**src/rtl/uet_pkg.sv**
```systemverilog
// Shared constants and types for the endpoint transaction controller.
// Assumes a single 50 MHz clock and a device register port that answers reads one cycle later.
package uet_pkg;
  // Clock and polling rate
  localparam int unsigned CLK_PERIOD_NS = 20;
  localparam int unsigned POLL_NS = 2000;
  localparam int unsigned POLL_CYC = POLL_NS / CLK_PERIOD_NS;
  // Device register map: one status word and one data word per endpoint
  localparam logic [7:0] DEV_CSR = 8'h30;
  localparam logic [7:0] DEV_FDR = 8'h50;
  // Endpoint status word bits
  localparam int CSR_COMP = 0;
  localparam int CSR_SETUP = 2;
  localparam int CSR_TXRDY = 4;
  localparam int CSR_STALL = 5;
  // Flag bits written as one keep their value, written as zero clear
  localparam logic [31:0] CSR_KEEP = 32'h0000_0005;
  // Software register offsets
  localparam logic [7:0] R_CTRL = 8'h00;
  localparam logic [7:0] R_CMD = 8'h04;
  localparam logic [7:0] R_STAT = 8'h08;
  localparam logic [7:0] R_TXD = 8'h0c;
  localparam logic [7:0] R_SU_LO = 8'h10;
  localparam logic [7:0] R_SU_HI = 8'h14;
  // Control register fields
  localparam int CTRL_EP_LSB = 0;
  localparam int CTRL_XFER_LSB = 4;
  localparam int CTRL_DUAL = 6;
  localparam int CTRL_CONF = 7;
  localparam int CTRL_SIZE_LSB = 16;
  // Command register fields
  localparam int CMD_GO = 0;
  localparam int CMD_LAST = 1;
  localparam int CMD_STALL = 2;
  localparam int CMD_LEN_LSB = 8;
  // Status register write-one-to-clear bits
  localparam int ST_SETUP = 0;
  localparam int ST_DONE = 1;
  localparam int ST_ERR = 2;
  // Sizes
  localparam int SETUP_LEN = 8;
  localparam int TX_DEPTH = 64;
  localparam logic [8:0] ISO_SIZE = 9'h100;
  localparam logic [8:0] INT_MAX = 9'h040;

  typedef enum logic [1:0] {XFER_CTRL, XFER_ISO, XFER_INT, XFER_BULK} uet_xfer_t;
  typedef enum logic [2:0] {STG_IDLE, STG_DATA_IN, STG_DATA_OUT, STG_STATUS_IN, STG_STATUS_OUT} uet_stage_t;

  // One register access, used both toward the device and from software
  typedef struct packed {
    logic wr;
    logic rd;
    logic [7:0] addr;
    logic [31:0] wdata;
  } uet_bus_t;

  // Endpoint configuration as software sets it
  typedef struct packed {
    logic configured;
    logic dual;
    uet_xfer_t xfer;
    logic [2:0] ep;
    logic [8:0] size;
  } uet_cfg_t;

  localparam uet_cfg_t CFG_RST = '{configured: 1'b0, dual: 1'b0, xfer: XFER_CTRL, ep: 3'h0, size: 9'h008};
endpackage : uet_pkg

```
**src/rtl/uet_host_ctrl.sv**
```systemverilog
// Controller that drives one device endpoint through its status and data registers.
// Assumes the device answers a register read in the cycle after the strobe and never stalls.
// Software steers it through a small register port of its own.
//
// The register addresses and the address-and-strobe port are this design's own decisions.

module uet_host_ctrl (
  input wire logic ref_clk,
  input wire logic rstn,
  input uet_pkg::uet_bus_t sw_req,
  output logic [31:0] sw_rdata,
  output uet_pkg::uet_bus_t dev_req,
  input wire logic [31:0] dev_rdata,
  input wire logic dev_irq,
  output logic busy
);
  import uet_pkg::*;

  typedef enum logic [2:0] {S_IDLE, S_RDW, S_POLL_D, S_SU_D, S_CHK_D, S_IN_WR, S_CCLR} uet_state_t;

  // Whole controller state in one word
  typedef struct packed {
    uet_state_t state;
    uet_state_t ret;
    uet_bus_t dev;
    logic [31:0] rdata;
    uet_cfg_t cfg;
    logic go;
    logic last;
    logic stall_req;
    logic [6:0] len;
    logic [6:0] idx;
    logic [6:0] wr_idx;
    logic wait_comp;
    logic comp_seen;
    logic last_act;
    logic setup_avail;
    logic tx_done;
    logic cfg_err;
    uet_stage_t stage;
    logic [6:0] tick_cnt;
  } uet_st_t;

  logic [1:0] rst_sync_r; // Reset release stages
  logic rst_n; // Synchronised reset
  uet_st_t s; // Registered state
  uet_st_t n; // Next state
  logic cfg_ok; // Endpoint configuration fits its type
  logic [8*SETUP_LEN-1:0] su_flat; // Captured setup packet
  logic [8*TX_DEPTH-1:0] tx_flat; // Payload to send
  logic su_we; // Store one setup byte
  logic tx_we; // Store one payload byte
  logic [7:0] csr_addr; // Device status word of the endpoint
  logic [7:0] fdr_addr; // Device data word of the endpoint
  logic is_ctrl; // Endpoint carries control transfers
  logic bad_ctl; // Send request does not fit the control stage
  logic su_set, done_set, err_set; // Sticky set events
  logic [15:0] su_wlen; // Announced data stage length

  // Reset is released through two flops so every flop leaves reset on one edge
  always_ff @(posedge ref_clk or negedge rstn)
  begin
    if (!rstn)
    begin
      rst_sync_r <= 2'b00;
    end
    else
    begin
      rst_sync_r <= {rst_sync_r[0], 1'b1};
    end
  end
  assign rst_n = rst_sync_r[1];

  assign csr_addr = DEV_CSR + {3'h0, s.cfg.ep, 2'b00};
  assign fdr_addr = DEV_FDR + {3'h0, s.cfg.ep, 2'b00};
  assign is_ctrl = s.cfg.xfer == XFER_CTRL;
  assign su_wlen = {su_flat[63:56], su_flat[55:48]};
  assign tx_we = sw_req.wr && sw_req.addr == R_TXD && !s.go && s.wr_idx < 7'(TX_DEPTH);

  uet_cfg_check u_cfg (
    .cfg(s.cfg),
    .ok(cfg_ok)
  );

  uet_byte_buf #(.DEPTH(SETUP_LEN), .IW(3)) u_su_buf (
    .ref_clk(ref_clk),
    .rst_n(rst_n),
    .we(su_we),
    .widx(s.idx[2:0]),
    .wdata(dev_rdata[7:0]),
    .flat(su_flat)
  );

  uet_byte_buf #(.DEPTH(TX_DEPTH), .IW(6)) u_tx_buf (
    .ref_clk(ref_clk),
    .rst_n(rst_n),
    .we(tx_we),
    .widx(s.wr_idx[5:0]),
    .wdata(sw_req.wdata[7:0]),
    .flat(tx_flat)
  );

  // Control transfers: only IN data in a data-in stage, else a zero-length status IN
  always_comb
  begin
    bad_ctl = is_ctrl && !(s.stage == STG_DATA_IN ||
      (s.len == 7'h00 && (s.stage == STG_STATUS_IN || s.stage == STG_DATA_OUT)));
  end

  // Next-state logic: software port, device sequencing and sticky flags
  always_comb
  begin
    n = s;
    n.dev = '0;
    n.rdata = '0;
    su_we = 1'b0;
    su_set = 1'b0;
    done_set = 1'b0;
    err_set = 1'b0;
    n.tick_cnt = (s.tick_cnt == 7'(POLL_CYC - 1)) ? 7'h00 : s.tick_cnt + 7'h01;
    // Software reads answer in the following cycle
    if (sw_req.rd)
    begin
      case (sw_req.addr)
        R_CTRL: n.rdata = {7'h00, s.cfg.size, 8'h00, s.cfg.configured, s.cfg.dual, s.cfg.xfer, 1'b0, s.cfg.ep};
        R_CMD: n.rdata = {17'h00000, s.len, 5'h00, s.stall_req, s.last, s.go};
        R_STAT: n.rdata = {23'h000000, s.stage, s.wait_comp, busy, s.go, s.cfg_err, s.tx_done, s.setup_avail};
        R_SU_LO: n.rdata = su_flat[31:0];
        R_SU_HI: n.rdata = su_flat[63:32];
        default: n.rdata = '0;
      endcase
    end
    // Software writes; configuration is held still while a send is pending
    if (sw_req.wr)
    begin
      case (sw_req.addr)
        R_CTRL:
        begin
          if (!s.go)
          begin
            n.cfg.ep = sw_req.wdata[CTRL_EP_LSB +: 3];
            n.cfg.xfer = uet_xfer_t'(sw_req.wdata[CTRL_XFER_LSB +: 2]);
            n.cfg.dual = sw_req.wdata[CTRL_DUAL];
            n.cfg.configured = sw_req.wdata[CTRL_CONF];
            n.cfg.size = sw_req.wdata[CTRL_SIZE_LSB +: 9];
          end
        end
        R_CMD:
        begin
          if (sw_req.wdata[CMD_STALL])
          begin
            n.stall_req = 1'b1;
          end
          // A second send while one is pending is ignored
          if (sw_req.wdata[CMD_GO] && !s.go)
          begin
            n.go = 1'b1;
            n.last = sw_req.wdata[CMD_LAST];
            n.len = sw_req.wdata[CMD_LEN_LSB +: 7];
          end
        end
        R_STAT:
        begin
          if (sw_req.wdata[ST_SETUP])
          begin
            n.setup_avail = 1'b0;
          end
          if (sw_req.wdata[ST_DONE])
          begin
            n.tx_done = 1'b0;
          end
          if (sw_req.wdata[ST_ERR])
          begin
            n.cfg_err = 1'b0;
          end
        end
        R_TXD:
        begin
          if (tx_we)
          begin
            n.wr_idx = s.wr_idx + 7'h01;
          end
        end
        default:
        begin
          n.wr_idx = n.wr_idx;
        end
      endcase
    end
    // Device side sequencing
    unique case (s.state)
      S_IDLE:
      begin
        if (s.stall_req)
        begin
          // Stall aborts the control transfer in progress
          n.dev = '{wr: 1'b1, rd: 1'b0, addr: csr_addr, wdata: CSR_KEEP | (32'h1 << CSR_STALL)};
          n.stall_req = 1'b0;
          n.stage = STG_IDLE;
        end
        else if (s.go && !s.wait_comp)
        begin
          if (!cfg_ok || {2'b00, s.len} > s.cfg.size || bad_ctl)
          begin
            n.go = 1'b0;
            err_set = 1'b1;
            n.wr_idx = 7'h00; // Refused payload is dropped so it cannot ride along with the next send
          end
          else
          begin
            n.dev = '{wr: 1'b0, rd: 1'b1, addr: csr_addr, wdata: 32'h0};
            n.ret = S_CHK_D;
            n.state = S_RDW;
          end
        end
        else if (s.tick_cnt == 7'h00 || dev_irq)
        begin
          n.dev = '{wr: 1'b0, rd: 1'b1, addr: csr_addr, wdata: 32'h0};
          n.ret = S_POLL_D;
          n.state = S_RDW;
        end
      end
      S_RDW:
      begin
        n.state = s.ret;
      end
      S_POLL_D:
      begin
        n.state = S_IDLE;
        // A setup is fetched only once the previous one has been taken by software
        if (dev_rdata[CSR_SETUP] && !s.setup_avail)
        begin
          n.idx = 7'h00;
          n.dev = '{wr: 1'b0, rd: 1'b1, addr: fdr_addr, wdata: 32'h0};
          n.ret = S_SU_D;
          n.state = S_RDW;
        end
        else if (dev_rdata[CSR_COMP] && s.wait_comp)
        begin
          n.wait_comp = 1'b0;
          n.comp_seen = 1'b1;
          done_set = 1'b1;
          if (is_ctrl)
          begin
            n.stage = (s.stage == STG_DATA_IN && s.last_act) ? STG_STATUS_OUT :
              (s.stage == STG_DATA_IN) ? STG_DATA_IN : STG_IDLE;
          end
          if (s.last_act)
          begin
            n.state = S_CCLR;
          end
        end
      end
      S_SU_D:
      begin
        su_we = 1'b1;
        if (s.idx == 7'(SETUP_LEN - 1))
        begin
          // Last byte is in hand, so the device may now reuse its buffer
          n.dev = '{wr: 1'b1, rd: 1'b0, addr: csr_addr, wdata: CSR_KEEP & ~(32'h1 << CSR_SETUP)};
          su_set = 1'b1;
          if ({dev_rdata[7:0], su_wlen[7:0]} == 16'h0000)
          begin
            n.stage = STG_STATUS_IN;
          end
          else
          begin
            n.stage = su_flat[7] ? STG_DATA_IN : STG_DATA_OUT;
          end
          n.state = S_IDLE;
        end
        else
        begin
          n.idx = s.idx + 7'h01;
          n.dev = '{wr: 1'b0, rd: 1'b1, addr: fdr_addr, wdata: 32'h0};
          n.ret = S_SU_D;
          n.state = S_RDW;
        end
      end
      S_CHK_D:
      begin
        // Device still holds the last packet: retry on a later pass
        n.state = S_IDLE;
        if (!dev_rdata[CSR_TXRDY])
        begin
          n.idx = 7'h00;
          n.state = S_IN_WR;
        end
      end
      S_IN_WR:
      begin
        if (s.idx == s.len)
        begin
          n.dev = '{wr: 1'b1, rd: 1'b0, addr: csr_addr, wdata: CSR_KEEP | (32'h1 << CSR_TXRDY)};
          n.wait_comp = 1'b1;
          n.go = 1'b0;
          n.last_act = s.last;
          n.wr_idx = 7'h00;
          n.state = s.comp_seen ? S_CCLR : S_IDLE;
        end
        else
        begin
          n.dev = '{wr: 1'b1, rd: 1'b0, addr: fdr_addr, wdata: {24'h0, tx_flat[s.idx[5:0]*8 +: 8]}};
          n.idx = s.idx + 7'h01;
        end
      end
      S_CCLR:
      begin
        n.dev = '{wr: 1'b1, rd: 1'b0, addr: csr_addr, wdata: CSR_KEEP & ~(32'h1 << CSR_COMP)};
        n.comp_seen = 1'b0;
        n.state = S_IDLE;
      end
    endcase
    // Hardware events win over a software clear in the same cycle
    if (su_set)
    begin
      n.setup_avail = 1'b1;
    end
    if (done_set)
    begin
      n.tx_done = 1'b1;
    end
    if (err_set)
    begin
      n.cfg_err = 1'b1;
    end
  end

  // Single state register
  always_ff @(posedge ref_clk or negedge rst_n)
  begin
    if (!rst_n)
    begin
      s <= '{state: S_IDLE, ret: S_IDLE, cfg: CFG_RST, stage: STG_IDLE, default: '0};
    end
    else
    begin
      s <= n;
    end
  end

  assign dev_req = s.dev;
  assign sw_rdata = s.rdata;
  assign busy = s.state != S_IDLE || s.go || s.wait_comp;

  // Helper logic watched only by the checks below
  logic csr_wr, clr_su, clr_comp, set_rdy, fdr_wr, fdr_rd;
  logic [3:0] su_rd_h;
  logic [6:0] fdr_cnt_h;
  logic rd_csr_h, free_h, rdy_h;
  assign csr_wr = dev_req.wr && dev_req.addr == csr_addr;
  assign clr_su = csr_wr && !dev_req.wdata[CSR_SETUP];
  assign clr_comp = csr_wr && !dev_req.wdata[CSR_COMP];
  assign set_rdy = csr_wr && dev_req.wdata[CSR_TXRDY];
  assign fdr_wr = dev_req.wr && dev_req.addr == fdr_addr;
  assign fdr_rd = dev_req.rd && dev_req.addr == fdr_addr;

  always_ff @(posedge ref_clk or negedge rst_n)
  begin
    if (!rst_n)
    begin
      su_rd_h <= 4'h0;
      fdr_cnt_h <= 7'h00;
      rd_csr_h <= 1'b0;
      free_h <= 1'b0;
      rdy_h <= 1'b0;
    end
    else
    begin
      su_rd_h <= clr_su ? 4'h0 : su_rd_h + {3'h0, fdr_rd};
      fdr_cnt_h <= set_rdy ? 7'h00 : fdr_cnt_h + {6'h00, fdr_wr};
      rd_csr_h <= dev_req.rd && dev_req.addr == csr_addr;
      free_h <= set_rdy ? 1'b0 : (free_h || (rd_csr_h && !dev_rdata[CSR_TXRDY]));
      rdy_h <= clr_comp ? 1'b0 : (rdy_h || set_rdy);
    end
  end
endmodule : uet_host_ctrl

```
**src/rtl/uet_byte_buf.sv**
```systemverilog
// Byte store held in flip-flops, written by index, visible whole.
// Assumes the caller keeps the index inside the depth.
module uet_byte_buf #(
  parameter int DEPTH = 8,
  parameter int IW = 3
) (
  input wire logic ref_clk,
  input wire logic rst_n,
  input wire logic we,
  input wire logic [IW-1:0] widx,
  input wire logic [7:0] wdata,
  output logic [DEPTH*8-1:0] flat
);
  import uet_pkg::*;

  logic [DEPTH*8-1:0] mem_r; // Stored bytes
  logic [DEPTH*8-1:0] mem_nxt; // Next contents

  // One byte lane changes per write
  always_comb
  begin
    mem_nxt = mem_r;
    if (we)
    begin
      mem_nxt[widx*8 +: 8] = wdata;
    end
  end

  // Contents clear at reset so a read before any fill is defined
  always_ff @(posedge ref_clk or negedge rst_n)
  begin
    if (!rst_n)
    begin
      mem_r <= '0;
    end
    else
    begin
      mem_r <= mem_nxt;
    end
  end

  assign flat = mem_r;
endmodule : uet_byte_buf

```
**src/rtl/uet_cfg_check.sv**
```systemverilog
// Checks that an endpoint's transfer type, bank mode and size fit together.
// Purely combinational; the caller refuses work when ok is low.
module uet_cfg_check (
  input uet_pkg::uet_cfg_t cfg,
  output logic ok
);
  import uet_pkg::*;

  logic std_size; // One of the four packet sizes

  // Decide per transfer type
  always_comb
  begin
    std_size = cfg.size inside {9'h008, 9'h010, 9'h020, 9'h040};
    ok = 1'b0;
    unique case (cfg.xfer)
      XFER_CTRL: ok = !cfg.dual && std_size;
      XFER_ISO: ok = cfg.dual && cfg.size == ISO_SIZE;
      XFER_INT: ok = cfg.size != 9'h000 && cfg.size <= INT_MAX;
      XFER_BULK: ok = std_size;
    endcase
    // Before configuration only the default control endpoint may run
    if (!cfg.configured && (cfg.ep != 3'h0 || cfg.xfer != XFER_CTRL))
    begin
      ok = 1'b0;
    end
  end
endmodule : uet_cfg_check

```
**config.mk**
```make
export PLATFORM = sky130hd
export DESIGN_NAME = uet_host_ctrl
export DESIGN_NICKNAME = d
export VERILOG_FILES = /design/src/rtl/uet_pkg.sv /design/src/rtl/uet_host_ctrl.sv /design/src/rtl/uet_byte_buf.sv /design/src/rtl/uet_cfg_check.sv
export SDC_FILE = /design/constraint.sdc
export NUM_CORES = 1
export LEC_CHECK = 0
export ABC_AREA = 1
export CORE_MARGIN = 1.5
export CORE_UTILIZATION = 30
export CTS_CLUSTER_DIAMETER = 120
export CTS_CLUSTER_SIZE = 30
export DETAILED_ROUTE_END_ITERATION = 6
export DONT_BUFFER_PORTS = 1
export PLACE_DENSITY = 0.5
export SYNTH_ARGS = -nofsm -noshare
export SYNTH_HDL_FRONTEND = slang
export SYNTH_SLANG_ARGS = --single-unit
```
**constraint.sdc**
```tcl
create_clock -name ref_clk -period 31.4 [get_ports ref_clk]
set_clock_uncertainty 0.15 [all_clocks]
set_input_delay 3.14 -clock ref_clk [delete_from_list [all_inputs] [get_ports ref_clk]]
set_output_delay 3.14 -clock ref_clk [all_outputs]
set_load 0.01 [all_outputs]
```
==> Word level (Yosys, flattened, before mapping) <==
Cells that the tools add are included.
{ "totals": {"register_bits": 714, "in_bits": 77, "elab_cells": 231} }
{ "op_classes": {"n_addsub": 7, "order_cmp": 3, "n_eq_ne": 38, "n_shift": 5, "n_mux": 83, "bitwise": 1, "n_reduce_logical": 65} }
{ "op_table": {"columns": ["operator", "count"], "rows": [
  ["512-bit bitwise mux", 1],
  ["8-bit by 34-bit variable shift with 512-bit output (first input constant)", 1],
  ["512-bit by 10-bit indexed part select with 8-bit output", 1],
  ["8-bit by 34-bit indexed part select with 512-bit output", 1],
  ["42-bit one-hot mux with 5 select lines", 1],
  ["32-bit one-hot mux with 5 select lines", 1],
  ["48-bit 2-to-1 mux", 3],
  ["42-bit 2-to-1 mux", 2],
  ["7-bit 2-to-1 mux", 12],
  ["64-bit bitwise mux", 1],
  ["8-bit by 34-bit variable shift with 64-bit output (first input constant)", 1],
  ["8-bit by 34-bit indexed part select with 64-bit output", 1],
  ["3-bit 2-to-1 mux", 15],
  ["45-bit 2-to-1 mux", 1],
  ["40-bit 2-to-1 mux", 1],
  ["6-bit negator with 34-bit output", 1],
  ["9-bit negator with 34-bit output", 1],
  ["32-bit 2-to-1 mux", 1],
  ["7-bit one-hot mux with 4 select lines", 1],
  ["1-bit 2-to-1 mux", 26],
  ["2-bit nonzero test", 12],
  ["2-bit != test (second input constant)", 11],
  ["7-bit by 1-bit adder with 7-bit output (second input constant)", 3],
  ["3-bit one-hot mux with 7 select lines", 1],
  ["47 further kinds", 102]
]} }

==> Depth between registers and ports, before layout <==
{ "depth": {"ltp_word": 14, "ltp_mapped": 16, "ltp_nobuf": 15} }

==> Modules after synthesis <==
From an unflattened synthesis, not the netlist that was laid out.
{ "unflattened": {"hier_cells": 5393, "area_unflattened_um2": 38729.6} }
{ "by_module_without_submodules": {"columns": ["module", "n_inst", "cells_per_inst", "area_per_inst_um2", "seq_area_each_um2"], "rows": [
  ["uet_byte_buf at u_tx_buf", 1, 2998, 23725.3, 12812.3],
  ["uet_host_ctrl", 1, 1963, 11632.4, 2778.9],
  ["uet_byte_buf at u_su_buf", 1, 382, 3155.5, 1601.5],
  ["uet_cfg_check", 1, 50, 216.5, 0.0]
]} }

==> Least setup slack after synthesis <==
OpenSTA, ideal clock, no wires.
{ "synth_path": {"path_kind": "in2reg", "start": "in sw_req[37] in the netlist's numbering", "end": "reg u_tx_buf.mem_r[182], in the netlist u_tx_buf.flat[182]", "setup_time_ps": 123, "t_arrival_ps": 4680, "t_required_ps": 31127, "setup_slack_ps": 26447, "cell_stages": 12, "cell_sequence": "nor2_1 -> nand3_1 -> nor4_4 -> nand3_1 -> inv_2 -> nand2_4 -> nor2_8 -> buf_6 -> nand2_1 -> buf_2 -> nand2_1 -> o21ai_1"} }
{ "synth_between": {"elab_chain_len": 4} }
{ "synth_lines": {"columns": ["item", "line", "rtl"], "rows": [
  ["start: declaration", "uet_host_ctrl.sv:10", "input uet_pkg::uet_bus_t sw_req,"],
  ["8-bit by 4-bit equality test with 1-bit output", "uet_host_ctrl.sv:78", "assign tx_we = sw_req.wr && sw_req.addr == R_TXD && !s.go && s.wr_idx < 7'(TX_DEPTH);"],
  ["1-bit logical AND (3 in series)", "uet_host_ctrl.sv:78", null],
  ["end signal: assignment", "uet_byte_buf.sv:38", "mem_r <= mem_nxt;"],
  ["end: declaration", "uet_byte_buf.sv:16", "logic [DEPTH*8-1:0] mem_r;"]
]} }
Every way passes these cells.
A chain may end at the register's enable or synchronous reset.

==> Final worst setup path <==
{ "layout_path": {"start": "in sw_req[37] in the netlist's numbering", "end": "reg u_tx_buf.mem_r[231], in the netlist u_tx_buf.flat[231]"} }
The elaborated chain is that of the path after synthesis.

==> qor.yml <==
port-buffer-count: 0
detail-route-antenna-nets: 0
stdcell_count: 5401
drive_gt1_frac: 0.0493
critPathKind: "primary input to flip-flop"
path_buf_inv: 0
yosys_warnings: 0
initial_core_util: 0.302
route.vias.total: 28033
powerDensity_nw_per_um2: 54.2
cts_tree: "done"
cts_resized: 0
register_area_sq_um: 17200
fin_crit_ns: 5.65
hold_viol: 0
crit_top_cell: "nand3_1"
rows: 122
arrival_ns: 6.03
clk_root_buffer_cell: "clkbuf_16"
dieArea_sq_um: 113000
antenna_cells: 0
grt_pass1_vias: 26155
wl_per_cell_um: 22.8
top_layer: "met5"
grt_setup_unrepaired: "false"
ys_seq_area_frac: 0.516
power_uw: 1890
synth_seq_cells: 687
holdWs_ns: 0.212
drt_iter0_drc: 3100
nFillCells: 11993
vias_per_cell: 5.19
gp_congestion: 0.930
cp_max_fo: 16
synth_cell_types: 51
overflow: 0
h-tree-depth: 1
cts_buffers: 26
cp_cell_sequence: "nor2_1 -> nand3_1 -> nor3_1 -> nand3_1 -> nor3_2 -> nand3_1 -> o31ai_1"
antenna_found_initial: 2
ctsHoldBuffers: 0
drv_cap: 0
worst_pin_slew_ns: 0.990
peakVddDrop_uv: 50.8
cts_sinks: 687
status: "complete, no violations"
dp_cells: 5362
syn_area_per_cell_sq_um: 8.13
period_share: 0.180
final.setup.tns_ns: 0
grt_max_degree: 167
multi_input_area_sq_um: 13900
core_area_sq_um: 110000
setup_viol: 0
drtPass1Iterations: 6
clk_pin_slew_ns: 0.12
fmax_mhz: 177
dp_hpwl_um: 85600
cts_setup_buffers: 0
syn_to_final_growth_pct: 4.62
clk_latency_ns: 0.66
grt_pass1_wl_um: 181000
m1WireLength_um: 54700
final_nets: 3996
cts_buffer_depth: 3
crit_path_end_kind: "flip-flop"
track_usage: 0.215
io_pins: 152
die_h_um: 336
relSlewSlack: 0.334
cp_slowest_stage_delay_ns: 0.65
drc: 0
finalWirelength_um: 123000
synth_area_sq_um: 33300
wl_met3_um: 8860
hp-class: "flip-flop to flip-flop"
die_w_um: 336
crit_slowest_cell: "nand3_1"
post-route-util: 0.316
cp_top_family: "simple AND/OR/NAND/NOR gates"
p_leak_uw: 0.0148
critPathRequiredTime_ns: 31.78
synth_cells: 4099
slew_violations: 0
critPathLaunchType: "primary input"
wl_met2_um: 55400
[layout make-up]
| class | instances | share of cell area |
|---|---|---|
| Sequential cell | 687 | 0.493 |
| Multi-Input combinational cell | 2906 | 0.397 |
| Tap cell | 1488 | 0.0534 |
| Inverter | 239 | 0.0260 |
| Clock buffer | 38 | 0.0206 |
| Timing Repair Buffer | 42 | 0.00940 |
| Clock inverter | 1 | 0.000144 |
[stage by stage]
stage | worst slack (ns) | instance area [sq um]
final | 25.75 | 34900
after detailed placement | 25.23 | 34200
after global placement | 25.23 | 34200
after floorplan | 10.68 | 33400
after global routing | 25.67 | 34900
after CTS | 25.91 | 34900
[state kept, by name, indices dropped and copies added, names as in the netlist]
name and flops:
sw_rdata 32, u_tx_buf.flat 512, s 62, dev_req 15, rst_sync_r 2, u_su_buf.flat 64
[power breakdown]
part | total (uW) | internal (uW) | leakage [uW] | switching, uW
clock network | 458 | 161 | 0.000350 | 297
registers | 927 | 907 | 0.00925 | 20.4
logic | 505 | 125 | 0.00524 | 379
[worst paths after layout]
kind / slack [ns] / from / endpoint / cells past startpoint
min in group asynchronous: 0.26 / rst_sync_r[1]$_DFF_PN0_ / u_tx_buf.flat[378]$_DFFE_PN0P_ / 0
max: 25.75 / sw_req[37] / u_tx_buf.flat[231]$_DFFE_PN0P_ / 7
min: 0.21 / rst_sync_r[0]$_DFF_PN0_ / rst_sync_r[1]$_DFF_PN0_ / 0
max in group asynchronous: 27.75 / rst_sync_r[1]$_DFF_PN0_ / u_tx_buf.flat[41]$_DFFE_PN0P_ / 3
max reg2reg: 26.73 / s[23]$_DFFE_PN0P_ / u_su_buf.flat[7]$_DFFE_PN0P_ / 9
min reg2reg: 0.21 / rst_sync_r[0]$_DFF_PN0_ / rst_sync_r[1]$_DFF_PN0_ / 0
[cells in the mapped netlist, drive strengths merged]
| master | count | area [sq um] |
|---|---|---|
| nor4 | 13 | 96.3 |
| a31o | 1 | 8.76 |
| o22ai | 22 | 138 |
| o211ai | 85 | 638 |
| ha | 17 | 213 |
| mux2 | 14 | 158 |
| nand4 | 13 | 81.3 |
| a22o | 1 | 8.76 |
| dfrtp | 686 | 17200 |
| mux2i | 5 | 50.1 |
| clkbuf | 136 | 510 |
| o21bai | 2 | 15.0 |
| and3 | 1 | 6.26 |
| nor2 | 545 | 2150 |
| conb | 2 | 7.51 |
| a221oi | 21 | 184 |
| dfstp | 1 | 26.3 |
| a211oi | 2 | 15.0 |
| o21ai | 831 | 4160 |
| xor2 | 11 | 96.3 |
| nor3 | 44 | 287 |
| nand3 | 130 | 676 |
| xnor2 | 4 | 35.0 |
| buf | 157 | 985 |
| o221ai | 39 | 342 |
| inv | 234 | 881 |
| o31ai | 25 | 188 |
| a31oi | 7 | 43.8 |
| nand3b | 5 | 50.1 |
| a21boi | 1 | 7.51 |
| a21oi | 43 | 215 |
| clkinv | 5 | 18.8 |
| nand2 | 993 | 3870 |
| or2 | 3 | 18.8 |
[placed cells by master (no fill, tap or decap), drive strengths merged, types with 21 or more instances in the layout]
master	instances
o221ai	39
nor2	545
nand3	130
conb	28
o31ai	25
dfrtp	686
a21oi	43
clkbuf	38
o21ai	831
o211ai	85
a221oi	21
nand2	993
nor3	44
inv	233
o22ai	22
buf	42
[per-layer routing]
| metal | track usage | vias up |
|---|---|---|
| li1 | - | 13056 |
| met1 | 0.301 | 13853 |
| met2 | 0.337 | 979 |
| met3 | 0.0353 | 143 |
| met4 | 0.0665 | 2 |
| met5 | 0 | - |
[kinds of logic after synthesis]
kind of cell / Yosys count / share of synthesized area
XOR/XNOR: 15 / 0.00394
buffers and inverters: 532 / 0.0718
other: 2 / 0.000225
AO/OA/AOI/OAI: 1080 / 0.179
multiplexers: 19 / 0.00623
AND/OR/NAND/NOR: 1747 / 0.217
adder cells (fa/ha/maj): 17 / 0.00638
flip-flops: 687 / 0.516
(Power assumes the default switching activity.)
